`src/rtl/bteg_consts.vh`:
```
// constants of the buzzer tone and envelope generator
`ifndef BTEG_CONSTS_VH
`define BTEG_CONSTS_VH

// ----------------------------------------------------------------
// register port
// ----------------------------------------------------------------
`define BTEG_ADDR_W 4
`define BTEG_DATA_W 4
`define BTEG_ADDR_CTRL 4'h0
`define BTEG_ADDR_FREQ 4'h1
`define BTEG_ADDR_LEVEL 4'h2
`define BTEG_ADDR_STAT 4'h3
`define BTEG_DATA_ZERO 4'h0

// ----------------------------------------------------------------
// control register fields
// ----------------------------------------------------------------
`define BTEG_CTRL_EN 0
`define BTEG_CTRL_ENV_ON 1
`define BTEG_CTRL_RESTART 2
`define BTEG_CTRL_STEP_TIME 3

// ----------------------------------------------------------------
// status register fields
// ----------------------------------------------------------------
`define BTEG_STAT_LVL_LSB 0
`define BTEG_STAT_LVL_MSB 2
`define BTEG_STAT_PIN 3

// ----------------------------------------------------------------
// select fields and reset values
// ----------------------------------------------------------------
`define BTEG_SEL_W 3
`define BTEG_SEL_RST 3'h0
`define BTEG_BIT_RST 1'b0
`define BTEG_LVL_MAX 3'h0
`define BTEG_LVL_MIN 3'h7
`define BTEG_LVL_INC 3'h1
`define BTEG_SEL_OCT 2
`define BTEG_SEL_IDX_MSB 1

// ----------------------------------------------------------------
// tone period and high time, in half cycles of the slow oscillator
// ----------------------------------------------------------------
`define BTEG_CNT_W 6
`define BTEG_CNT_ZERO 6'h00
`define BTEG_CNT_INC 6'h01
`define BTEG_PER0 6'h10
`define BTEG_PER1 6'h14
`define BTEG_PER2 6'h18
`define BTEG_PER3 6'h1C
`define BTEG_TOP0 6'h08
`define BTEG_TOP1 6'h08
`define BTEG_TOP2 6'h0C
`define BTEG_TOP3 6'h0C

// ----------------------------------------------------------------
// envelope step timing
// ----------------------------------------------------------------
`define BTEG_OSC_HZ 32768
`define BTEG_STEP_SHORT_US 62500
`define BTEG_STEP_LONG_US 125000
`define BTEG_STEP_SHORT_TICKS (`BTEG_STEP_SHORT_US * (`BTEG_OSC_HZ / 64) / 15625)
`define BTEG_STEP_LONG_TICKS (`BTEG_STEP_LONG_US * (`BTEG_OSC_HZ / 64) / 15625)
`define BTEG_DIV_W 12

`endif

```
`src/rtl/bteg_tone.v`:
```
// free-running tone period counter and duty compare
`timescale 1ns/10ps
`include "bteg_consts.vh"

module bteg_tone #(
	parameter CNT_W = `BTEG_CNT_W
) (
	input wire ref_clk_in,
	input wire resetn_in,
	input wire half_tick_in,
	input wire [`BTEG_SEL_W-1:0] tone_frequency_select_in,
	input wire [`BTEG_SEL_W-1:0] level_in,
	output reg tone_high_out
);

// ----------------------------------------------------------------
// decoding of the frequency code
// ----------------------------------------------------------------
function [CNT_W-1:0] period_of;
	input [`BTEG_SEL_W-1:0] sel;
	reg [CNT_W-1:0] base;
	begin
		case (sel[`BTEG_SEL_IDX_MSB:0])
			2'h0: base = `BTEG_PER0;
			2'h1: base = `BTEG_PER1;
			2'h2: base = `BTEG_PER2;
			default: base = `BTEG_PER3;
		endcase
		// lower octave doubles the period
		period_of = sel[`BTEG_SEL_OCT] ? {base[CNT_W-2:0], 1'b0} : base;
	end
endfunction

function [CNT_W-1:0] high_of;
	input [`BTEG_SEL_W-1:0] sel;
	input [`BTEG_SEL_W-1:0] lvl;
	reg [CNT_W-1:0] top;
	reg [CNT_W-1:0] hi;
	begin
		case (sel[`BTEG_SEL_IDX_MSB:0])
			2'h0: top = `BTEG_TOP0;
			2'h1: top = `BTEG_TOP1;
			2'h2: top = `BTEG_TOP2;
			default: top = `BTEG_TOP3;
		endcase
		hi = top - {{(CNT_W-`BTEG_SEL_W){1'b0}}, lvl};
		high_of = sel[`BTEG_SEL_OCT] ? {hi[CNT_W-2:0], 1'b0} : hi;
	end
endfunction

// ----------------------------------------------------------------
// counter and compare
// ----------------------------------------------------------------
reg [CNT_W-1:0] cnt_r;
reg [CNT_W-1:0] cnt_nxt;
wire [CNT_W-1:0] period_last;

assign period_last = period_of(tone_frequency_select_in) - `BTEG_CNT_INC;

always @* begin
	cnt_nxt = cnt_r;
	if (half_tick_in) begin
		// >= recovers at once when a shorter period is selected
		if (cnt_r >= period_last) begin
			cnt_nxt = `BTEG_CNT_ZERO;
		end else begin
			cnt_nxt = cnt_r + `BTEG_CNT_INC;
		end
	end
end

always @(posedge ref_clk_in or negedge resetn_in) begin
	if (!resetn_in) begin
		cnt_r <= `BTEG_CNT_ZERO;
		tone_high_out <= `BTEG_BIT_RST;
	end else begin
		cnt_r <= cnt_nxt;
		tone_high_out <= (cnt_r < high_of(tone_frequency_select_in, level_in));
	end
end

endmodule

```
`src/rtl/bteg_top.v`:
```
// buzzer tone and envelope generator top with register port
`timescale 1ns/10ps
`include "bteg_consts.vh"

module bteg_top #(
	parameter DIV_W = `BTEG_DIV_W
) (
	input wire ref_clk_in,
	input wire resetn_in,
	input wire low_speed_oscillator_in,
	input wire [`BTEG_ADDR_W-1:0] addr_in,
	input wire [`BTEG_DATA_W-1:0] wdata_in,
	input wire wr_in,
	input wire rd_in,
	output reg [`BTEG_DATA_W-1:0] rdata_out,
	output reg tone_output_pin_out
);

// ----------------------------------------------------------------
// constants
// ----------------------------------------------------------------
// step lengths in slow oscillator periods, cut to the divider width
localparam integer SHORT_TICKS = `BTEG_STEP_SHORT_TICKS;
localparam integer LONG_TICKS = `BTEG_STEP_LONG_TICKS;
localparam integer SHORT_END = SHORT_TICKS - 1;
localparam integer LONG_END = LONG_TICKS - 1;
localparam [DIV_W-1:0] DIV_ZERO = {DIV_W{1'b0}};
localparam [DIV_W-1:0] DIV_INC = {{(DIV_W-1){1'b0}}, 1'b1};
localparam [DIV_W-1:0] SHORT_LAST = SHORT_END[DIV_W-1:0];
localparam [DIV_W-1:0] LONG_LAST = LONG_END[DIV_W-1:0];

// envelope states, one-hot
localparam [2:0] ST_IDLE = 3'h1;
localparam [2:0] ST_DECAY = 3'h2;
localparam [2:0] ST_HOLD = 3'h4;

// ----------------------------------------------------------------
// address decode
// ----------------------------------------------------------------
function hit;
	input [`BTEG_ADDR_W-1:0] addr;
	input [`BTEG_ADDR_W-1:0] target;
	begin
		hit = (addr == target);
	end
endfunction

// unmapped addresses fall through: writes are dropped, reads give zero
wire wr_ctrl;
wire wr_freq;
wire wr_level;

assign wr_ctrl = wr_in & hit(addr_in, `BTEG_ADDR_CTRL);
assign wr_freq = wr_in & hit(addr_in, `BTEG_ADDR_FREQ);
assign wr_level = wr_in & hit(addr_in, `BTEG_ADDR_LEVEL);

// ----------------------------------------------------------------
// control registers
// ----------------------------------------------------------------
reg tone_output_enable_r;
reg envelope_on_r;
reg envelope_step_time_r;
reg [`BTEG_SEL_W-1:0] tone_frequency_select_r;
reg [`BTEG_SEL_W-1:0] level_duty_select_r;
wire envelope_restart;

// restart has no storage: it is a pulse of the write
assign envelope_restart = wr_ctrl & wdata_in[`BTEG_CTRL_RESTART];

always @(posedge ref_clk_in or negedge resetn_in) begin
	if (!resetn_in) begin
		tone_output_enable_r <= `BTEG_BIT_RST;
		envelope_on_r <= `BTEG_BIT_RST;
		envelope_step_time_r <= `BTEG_BIT_RST;
		tone_frequency_select_r <= `BTEG_SEL_RST;
		level_duty_select_r <= `BTEG_SEL_RST;
	end else begin
		if (wr_ctrl) begin
			tone_output_enable_r <= wdata_in[`BTEG_CTRL_EN];
			envelope_on_r <= wdata_in[`BTEG_CTRL_ENV_ON];
			envelope_step_time_r <= wdata_in[`BTEG_CTRL_STEP_TIME];
		end
		if (wr_freq) begin
			tone_frequency_select_r <= wdata_in[`BTEG_SEL_W-1:0];
		end
		if (wr_level) begin
			level_duty_select_r <= wdata_in[`BTEG_SEL_W-1:0];
		end
	end
end

// ----------------------------------------------------------------
// slow oscillator edges
// ----------------------------------------------------------------
reg osc_d_r;
wire half_tick;
wire full_tick;

// both edges give half-period resolution for the duty compare
assign half_tick = low_speed_oscillator_in ^ osc_d_r;
assign full_tick = low_speed_oscillator_in & ~osc_d_r;

always @(posedge ref_clk_in or negedge resetn_in) begin
	if (!resetn_in) begin
		osc_d_r <= `BTEG_BIT_RST;
	end else begin
		osc_d_r <= low_speed_oscillator_in;
	end
end

// ----------------------------------------------------------------
// free-running envelope divider
// ----------------------------------------------------------------
reg [DIV_W-1:0] div_r;
reg [DIV_W-1:0] div_nxt;
reg step_tick;

always @* begin
	div_nxt = div_r;
	step_tick = 1'b0;
	if (full_tick) begin
		if (div_r == LONG_LAST) begin
			div_nxt = DIV_ZERO;
		end else begin
			div_nxt = div_r + DIV_INC;
		end
		// never restarted, so the first step may come early
		if (envelope_step_time_r) begin
			step_tick = (div_r == LONG_LAST);
		end else begin
			step_tick = (div_r == SHORT_LAST) | (div_r == LONG_LAST);
		end
	end
end

always @(posedge ref_clk_in or negedge resetn_in) begin
	if (!resetn_in) begin
		div_r <= DIV_ZERO;
	end else begin
		div_r <= div_nxt;
	end
end

// ----------------------------------------------------------------
// envelope stepping
// ----------------------------------------------------------------
reg [2:0] env_state_r;
reg [2:0] env_state_nxt;
reg [`BTEG_SEL_W-1:0] env_level_r;
reg [`BTEG_SEL_W-1:0] env_level_nxt;
wire env_run;

// level code counts up as the duty falls; restart wins over a step
assign env_run = tone_output_enable_r & envelope_on_r;

always @* begin
	env_state_nxt = env_state_r;
	env_level_nxt = env_level_r;
	case (env_state_r)
		ST_IDLE: begin
			env_level_nxt = `BTEG_LVL_MAX;
			if (env_run) begin
				env_state_nxt = ST_DECAY;
			end
		end
		ST_DECAY: begin
			if (!env_run) begin
				env_state_nxt = ST_IDLE;
				env_level_nxt = `BTEG_LVL_MAX;
			end else if (envelope_restart) begin
				env_level_nxt = `BTEG_LVL_MAX;
			end else if (step_tick) begin
				env_level_nxt = env_level_r + `BTEG_LVL_INC;
				if (env_level_nxt == `BTEG_LVL_MIN) begin
					env_state_nxt = ST_HOLD;
				end
			end
		end
		ST_HOLD: begin
			if (!env_run) begin
				env_state_nxt = ST_IDLE;
				env_level_nxt = `BTEG_LVL_MAX;
			end else if (envelope_restart) begin
				env_state_nxt = ST_DECAY;
				env_level_nxt = `BTEG_LVL_MAX;
			end else begin
				env_level_nxt = `BTEG_LVL_MIN;
			end
		end
		default: begin
			env_state_nxt = ST_IDLE;
			env_level_nxt = `BTEG_LVL_MAX;
		end
	endcase
end

always @(posedge ref_clk_in or negedge resetn_in) begin
	if (!resetn_in) begin
		env_state_r <= ST_IDLE;
		env_level_r <= `BTEG_LVL_MAX;
	end else begin
		env_state_r <= env_state_nxt;
		env_level_r <= env_level_nxt;
	end
end

// ----------------------------------------------------------------
// tone waveform
// ----------------------------------------------------------------
wire [`BTEG_SEL_W-1:0] level_used;
wire tone_high;

// higher code means shorter high time in every column
assign level_used = envelope_on_r ? env_level_r : level_duty_select_r;

bteg_tone #(
	.CNT_W(`BTEG_CNT_W)
) u_tone (
	.ref_clk_in(ref_clk_in),
	.resetn_in(resetn_in),
	.half_tick_in(half_tick),
	.tone_frequency_select_in(tone_frequency_select_r),
	.level_in(level_used),
	.tone_high_out(tone_high)
);

// ----------------------------------------------------------------
// output pin
// ----------------------------------------------------------------
// the tone is gated as it runs, so a switch may cut a pulse short
always @(posedge ref_clk_in or negedge resetn_in) begin
	if (!resetn_in) begin
		tone_output_pin_out <= `BTEG_BIT_RST;
	end else if (tone_output_enable_r) begin
		tone_output_pin_out <= tone_high;
	end else begin
		tone_output_pin_out <= 1'b0;
	end
end

// ----------------------------------------------------------------
// read back
// ----------------------------------------------------------------
// read data stand for the one cycle after the strobe, zero otherwise
reg [`BTEG_DATA_W-1:0] rdata_nxt;

always @* begin
	rdata_nxt = `BTEG_DATA_ZERO;
	if (rd_in) begin
		case (addr_in)
			`BTEG_ADDR_CTRL: begin
				rdata_nxt[`BTEG_CTRL_EN] = tone_output_enable_r;
				rdata_nxt[`BTEG_CTRL_ENV_ON] = envelope_on_r;
				rdata_nxt[`BTEG_CTRL_RESTART] = 1'b0;
				rdata_nxt[`BTEG_CTRL_STEP_TIME] = envelope_step_time_r;
			end
			`BTEG_ADDR_FREQ: begin
				rdata_nxt[`BTEG_SEL_W-1:0] = tone_frequency_select_r;
			end
			`BTEG_ADDR_LEVEL: begin
				rdata_nxt[`BTEG_SEL_W-1:0] = level_duty_select_r;
			end
			`BTEG_ADDR_STAT: begin
				rdata_nxt[`BTEG_STAT_LVL_MSB:`BTEG_STAT_LVL_LSB] = env_level_r;
				rdata_nxt[`BTEG_STAT_PIN] = tone_output_pin_out;
			end
			default: begin
				rdata_nxt = `BTEG_DATA_ZERO;
			end
		endcase
	end
end

always @(posedge ref_clk_in or negedge resetn_in) begin
	if (!resetn_in) begin
		rdata_out <= `BTEG_DATA_ZERO;
	end else begin
		rdata_out <= rdata_nxt;
	end
end

endmodule

```
`config.mk`:
```
export PLATFORM = sky130hd
export DESIGN_NAME = bteg_top
export DESIGN_NICKNAME = d
export VERILOG_FILES = /design/src/rtl/bteg_tone.v /design/src/rtl/bteg_top.v
export VERILOG_INCLUDE_DIRS = /design/src /design/src/rtl
export SDC_FILE = /design/constraint.sdc
export NUM_CORES = 1
export LEC_CHECK = 0
export ABC_AREA = 1
export BUFFER_PORTS_ARGS = -buffer_cell sky130_fd_sc_hd__buf_4
export CELL_PAD_IN_SITES_DETAIL_PLACEMENT = 0
export CELL_PAD_IN_SITES_GLOBAL_PLACEMENT = 1
export CORE_MARGIN = 1
export CORE_UTILIZATION = 45
export DETAILED_ROUTE_END_ITERATION = 10
export PLACE_DENSITY = 0.81
export SLEW_MARGIN = 10
export SYNTH_ARGS = -nofsm -noshare
export SYNTH_HDL_FRONTEND = slang
export SYNTH_HIERARCHICAL = 1
export SYNTH_SLANG_ARGS = --single-unit
```
`constraint.sdc`:
```
create_clock -name ref_clk_in -period 2.7 [get_ports ref_clk_in]
set_clock_uncertainty 0.05 [all_clocks]
set_input_delay 0.135 -clock ref_clk_in [delete_from_list [all_inputs] [get_ports ref_clk_in]]
set_output_delay 0.135 -clock ref_clk_in [all_outputs]
set_load 0.05 [all_outputs]
```
* Word level (Yosys, flattened, before mapping)
Index checks and enable logic that the tools add are counted.
** Cells by class
- Add/subtract/negate cells :: 5
- $lt $le $gt $ge :: 2
- Equal/unequal tests :: 17
- Mux-type cells :: 27
- Bitwise gates (word level) :: 9
- Reduce and logical (&&, ||, !) cells :: 4
** Operator list (count)
- $mux 3 :: 14
- $mux 6 :: 3
- $add 12x1->12 const B :: 1
- $eq 12x11->1 const B :: 1
- $eq 12x12->1 const B :: 1
- $mux 12 :: 1
- $ne 3x3->1 const B :: 4
- $pmux 3 s4 :: 1
- $pmux 4 s3 :: 1
- $pmux 3 s3 :: 1
- $eq 4x2->1 const B :: 2
- $add 6x1->6 const B :: 1
- $and 1x1->1 :: 6
- $eq 3x3->1 const B :: 2
- $ge 6x6->1 :: 1
- $lt 6x6->1 :: 1
- $pmux 3 s2 :: 1
- $sub 6x1->6 const B :: 1
- $reduce_and 5->1 :: 1
- $sub 4x3->5 :: 1
- $eq 4x1->1 const B :: 1
- $logic_not 4->1 :: 1
- $mux 4 :: 1
- $ne 4x4->1 const B :: 1
- other kinds (13) :: 15
** Word-level totals
- Flip-flop bits (word level) :: 40
- Bits of input ports :: 13
- Output and inout bits :: 5
- Logic and storage cells :: 77

* Logic depth before layout (Yosys ltp)
- Depth in word-level cells :: 8
- Gate-level depth with buffers :: 12
- Gate-level depth less buffers :: 12

* Cells and area by module
The synthesis kept the hierarchy.
** By module, submodules not included
- bteg_top :: instances 1, cells an instance 199, area each 1720.4 um^2, seq. area each 827.0 um^2
- bteg_tone :: instances 1, cells an instance 92, area each 669.4 um^2, seq. area each 175.2 um^2

* Worst setup path after synthesis
No wires, ideal clock.
- Kind :: register to register
- Start :: register envelope_on_r
- End :: register u_tone.tone_high_out
- Library setup time :: 0.124 ns
- Arrival time :: 1.866 ns
- Required time :: 2.526 ns
- Slack :: 0.660 ns
- Stages on the path, launching flop included :: 11
- Cell sequence :: dfrtp_1 > buf_4 > o21ai_0 > inv_1 > ha_1 > a31oi_1 > or2_2 > ha_1 > inv_1 > nor3_1 > a21oi_1
** On the way
- Word-level cells in the longest chain between the ends :: 4
** Ends and longest elaborated chain
- from (decl) :: line bteg_top.v:61 : reg envelope_on_r;
- from (signal assigned) :: line bteg_top.v:73 : envelope_on_r <= `BTEG_BIT_RST;
- from (signal assigned) :: line bteg_top.v:80 : envelope_on_r <= wdata_in[`BTEG_CTRL_ENV_ON];
- $mux 3 :: line bteg_top.v:214 : assign level_used = envelope_on_r ? env_level_r : level_duty_select_r;
- named net level_used[2] :: line bteg_top.v:210 : wire [`BTEG_SEL_W-1:0] level_used;
- $sub 4x3->5 :: line bteg_tone.v:46 : hi = top - {{(CNT_W-`BTEG_SEL_W){1'b0}}, lvl};
- $mux 6 :: line bteg_tone.v:47 : high_of = sel[`BTEG_SEL_OCT] ? {hi[CNT_W-2:0], 1'b0} : hi;
- $lt 6x6->1 :: line bteg_tone.v:78 : tone_high_out <= (cnt_r < high_of(tone_frequency_select_in, level_in));
- to (signal assigned) :: line bteg_tone.v:75 : tone_high_out <= `BTEG_BIT_RST;
- to (signal assigned) :: line bteg_tone.v:78
- to (decl) :: line bteg_tone.v:13 : output reg tone_high_out
The timed path passes the listed nets, and every way through them passes these cells.
A chain may end at the register's enable or synchronous reset.

* Final worst setup path
Ends and elaborated chain as after synthesis.

==> run_results.csv <==
group,metric,value,unit
grt,use_met3,0.04552,
logic_synthesis,synth_common_cells,"60 x nand2_1, 48 x inv_1, 39 x dfrtp_1",
grt,grt_pass1_vias,1626,
logic_synthesis,async_flop_share,1.000,
hold_path,min_from,"wdata_in[3]",
worst_setup_path,crit_slowest_cell,"dfrtp_1",
grt,grt_usage,0.1813,
place,postPlaceCellArea,2586,sq um
finish,register_area,1002,sq um
worst_setup_path,slowest_delay,0.48,ns
finish,n_antenna_cell,0,
sta,slew_headroom,0.6663,
sta,hold_violations,0,
hold_path,holdPathEnd,"envelope_step_time_r$_DFFE_PN0N_",
logic_synthesis,synth.avg_cell_area,8.212,sq um
finish,fin_area,2709,sq um
sta,fmax,468.6,MHz
sta,tightestPinTransition,0.5005,ns
hold_path,min_path_cells,3,
logic_synthesis,synth-seq-area-share,0.4194,
worst_setup_path,worst_setup_path_end_kind,"flip-flop",
logic_synthesis,synth_top_cell_area_share,0.4084,
drt,vias,1825,
drt,first_iter_violations,78,
drt,wl_per_cell,11.85,um
power,power_density,735.4,nW/um^2
sta,fin_crit,2.134,ns
place,portBuffers,17,
clock_network,clock_latency,0.29,ns
drt,dr.pass1.iters,4,
worst_setup_path,r2r-end,"u_tone/tone_high_out$_DFF_PN0_",
die,die_w,74.88,um
logic_synthesis,synth.most_common_cell,"nand2_1",
logic_synthesis,synth_area_leaders,"dfrtp_1 41%, nand2_1 9.4%, ha_1 8.4%",
sta,finalCritPeriodShare,0.7904,
worst_setup_path,critPathTopFamily,"adder cells",
grt,grt_antenna_before_repair,0,
finish,final_nets,344,
finish,drive_gt1_frac,0.1614,
place,gp_congestion,0.8362,
logic_synthesis,yosys_warnings,6,
die,die-area,5606,sq um
drt,wirelength,4.576,mm
sta,setup_violations,0,
grt,grt_use_met1,0.2483,
sta,rsz0062_at_grt,"false",
hold_path,hold_path.class,"input pin to flip-flop",
clock_network,cts_htree_levels,2,
die,core,5107,sq um
logic_synthesis,synth_edf_count,0,
logic_synthesis,ys_types,32,
worst_setup_path,rrSetupSlack,0.57,ns
grt,grt_max_degree,41,
logic_synthesis,synth_fp_nets,320,
sta,setup_tns,0,ns
worst_setup_path,r2r_start,"envelope_on_r$_DFFE_PN0N_",
drt,antenna_left,0,
worst_setup_path,path_cells,"o21ai_0, inv_1, ha_1, a31oi_1, or2_2, ha_1, inv_1, nor3_1, a21oi_1",
run_status,status,"completed",
place,dp_hpwl,3.498,mm
clock_network,clock-sinks,40,
clock_network,clk_pin_slew,0.08,ns
finish,fill_cells,518,
worst_setup_path,path_max_fanout,9,
job,cap_violations,0,
clock_network,root_buffer,"clkbuf_8",
sta,report.final.slew_viol_count,0,
grt,grt_pass1_wl,7.541,mm
logic_synthesis,synth_flop_cell,"dfrtp_1",
logic_synthesis,synth_area,2390,sq um
worst_setup_path,critPathKind,"flip-flop to flip-flop",
drt,drc,0,
clock_network,cts_buffer_depth,2,
die,start_util,0.4679,
power,p_leak,1.390,nW
die,ioPinCount,18,
finish,multi_input_area,1177,sq um
logic_synthesis,synthCells,291,
clock_network,cts_resized,0,
drt,viasPerCell,4.728,
worst_setup_path,crit_buf_inv,2,
clock_network,cts_tree,"built",
logic_synthesis,ys_ff_latch,40,
worst_setup_path,required,2.84,ns
die,die_height,74.88,um
grt,grt_overflow,0,
finish,area_growth,13.35,%
clock_network,cts_buffers,5,
grt,met2_usage,0.2773,
finish,final_util,0.5304,
worst_setup_path,ff2ff_path_depth,9,
grt,busiest_layer,"met2",
die,num_rows,26,
power,ir_drop,0.3098,mV
worst_setup_path,arrival,2.27,ns
logic_synthesis,yosys.area.top_type,"dfrtp_1",
worst_setup_path,critPathLaunchType,"flip-flop",
==> area by class of cell <==
| class | count | share of cell area |
|---|---|---|
| flip-flops and latches | 40 | 0.3700 |
| well taps | 70 | 0.03233 |
| multi-input cells | 197 | 0.4346 |
| clock inverters | 2 | 0.003695 |
| clock buffers | 6 | 0.03048 |
| inverters | 51 | 0.07067 |
| repair buffers | 20 | 0.05820 |
==> layer usage <==
layer,vias up,part of all wire,routed length [um]
met3,5,0.033,150
met1,808,0.52,2388
met2,28,0.43,1976
met5,-,0,0
li1,984,-,-
met4,0,0.013,60
==> placed cells by master, fill, tap and decap left out, types with 4 or more instances in the layout <==
| cell | n |
|---|---|
| dfrtp_1 | 39 |
| nor2_1 | 22 |
| a31oi_1 | 4 |
| xor2_1 | 4 |
| buf_4 | 17 |
| nand3_1 | 20 |
| xnor2_1 | 6 |
| clkbuf_8 | 6 |
| nand4_1 | 5 |
| o22ai_1 | 4 |
| nand2_1 | 60 |
| o21ai_0 | 21 |
| inv_1 | 48 |
| ha_1 | 16 |
| nor2_2 | 6 |
| nand2_2 | 4 |
| a21oi_1 | 7 |
==> sequential cells by signal (all words and copies together) (netlist names) <==
register,count
envelope_step_time_r,1
osc_d_r,1
div_r,12
tone_frequency_select_r,3
u_tone/tone_high_out,1
level_duty_select_r,3
tone_output_enable_r,1
envelope_on_r,1
u_tone/cnt_r,6
env_level_r,3
env_state_r,3
tone_output_pin_out,1
rdata_out,4
==> worst max path at each step <==
stage / start / endpoint / cells after the start
after CTS: envelope_on_r$_DFFE_PN0N_ / u_tone/tone_high_out$_DFF_PN0_ / 9
after global routing: envelope_on_r$_DFFE_PN0N_ / u_tone/tone_high_out$_DFF_PN0_ / 9
after floorplan: envelope_on_r$_DFFE_PN0N_ / u_tone/tone_high_out$_DFF_PN0_ / 10
after global placement: envelope_on_r$_DFFE_PN0N_ / u_tone/tone_high_out$_DFF_PN0_ / 9
final: envelope_on_r$_DFFE_PN0N_ / u_tone/tone_high_out$_DFF_PN0_ / 9
after detailed placement: envelope_on_r$_DFFE_PN0N_ / u_tone/tone_high_out$_DFF_PN0_ / 9
==> power by group <==
group / leakage [nW] / internal [W] / total (W) / switching [W]
clock network: 0.0510 / 0.000204 / 0.000414 / 0.000210
logic: 0.830 / 0.000291 / 0.000694 / 0.000403
registers: 0.509 / 0.000735 / 0.000884 / 0.000149
==> cells by family after synthesis <==
kind of cell    Yosys count  share of synthesized area
xor+xnor                 10                    0.03665
fa+ha+maj                16                    0.08377
mux                       2                   0.008377
flops                    40                     0.4194
buf+inv                  54                    0.08795
compound gates           42                     0.1010
simple gates            127                     0.2628
==> through the flow <==
step / instances / total power (W) / hold WS, ns / worst slack, ns
2_1_floorplan: 291 / 0.001418 / -0.2106 / 0.6599
6_report: 386 / 0.001992 / 0.03267 / 0.5659
4_1_cts: 386 / 0.002018 / 0.02721 / 0.5430
5_1_grt: 386 / 0.002172 / 0.03592 / 0.3565
3_5_place_dp: 375 / 0.001592 / 0.08885 / 0.5770
3_3_place_gp: 375 / 0.001574 / 0.08923 / 0.5642
==> timing repair <==
item                      4_1_cts  5_1_grt
setup buffers                   0        0
hold endpoints to repair       41        0
hold buffers                    3        0
==> worst register-to-register path, cell delays in order (launching register included) <==
cell and delay, ns:
dfrtp_1 0.48, o21ai_0 0.20, inv_1 0.06, ha_1 0.30, a31oi_1 0.09, or2_2 0.28, ha_1 0.27, inv_1 0.04
nor3_1 0.17, a21oi_1 0.09
Note: power is estimated with default switching activity, not from simulation.
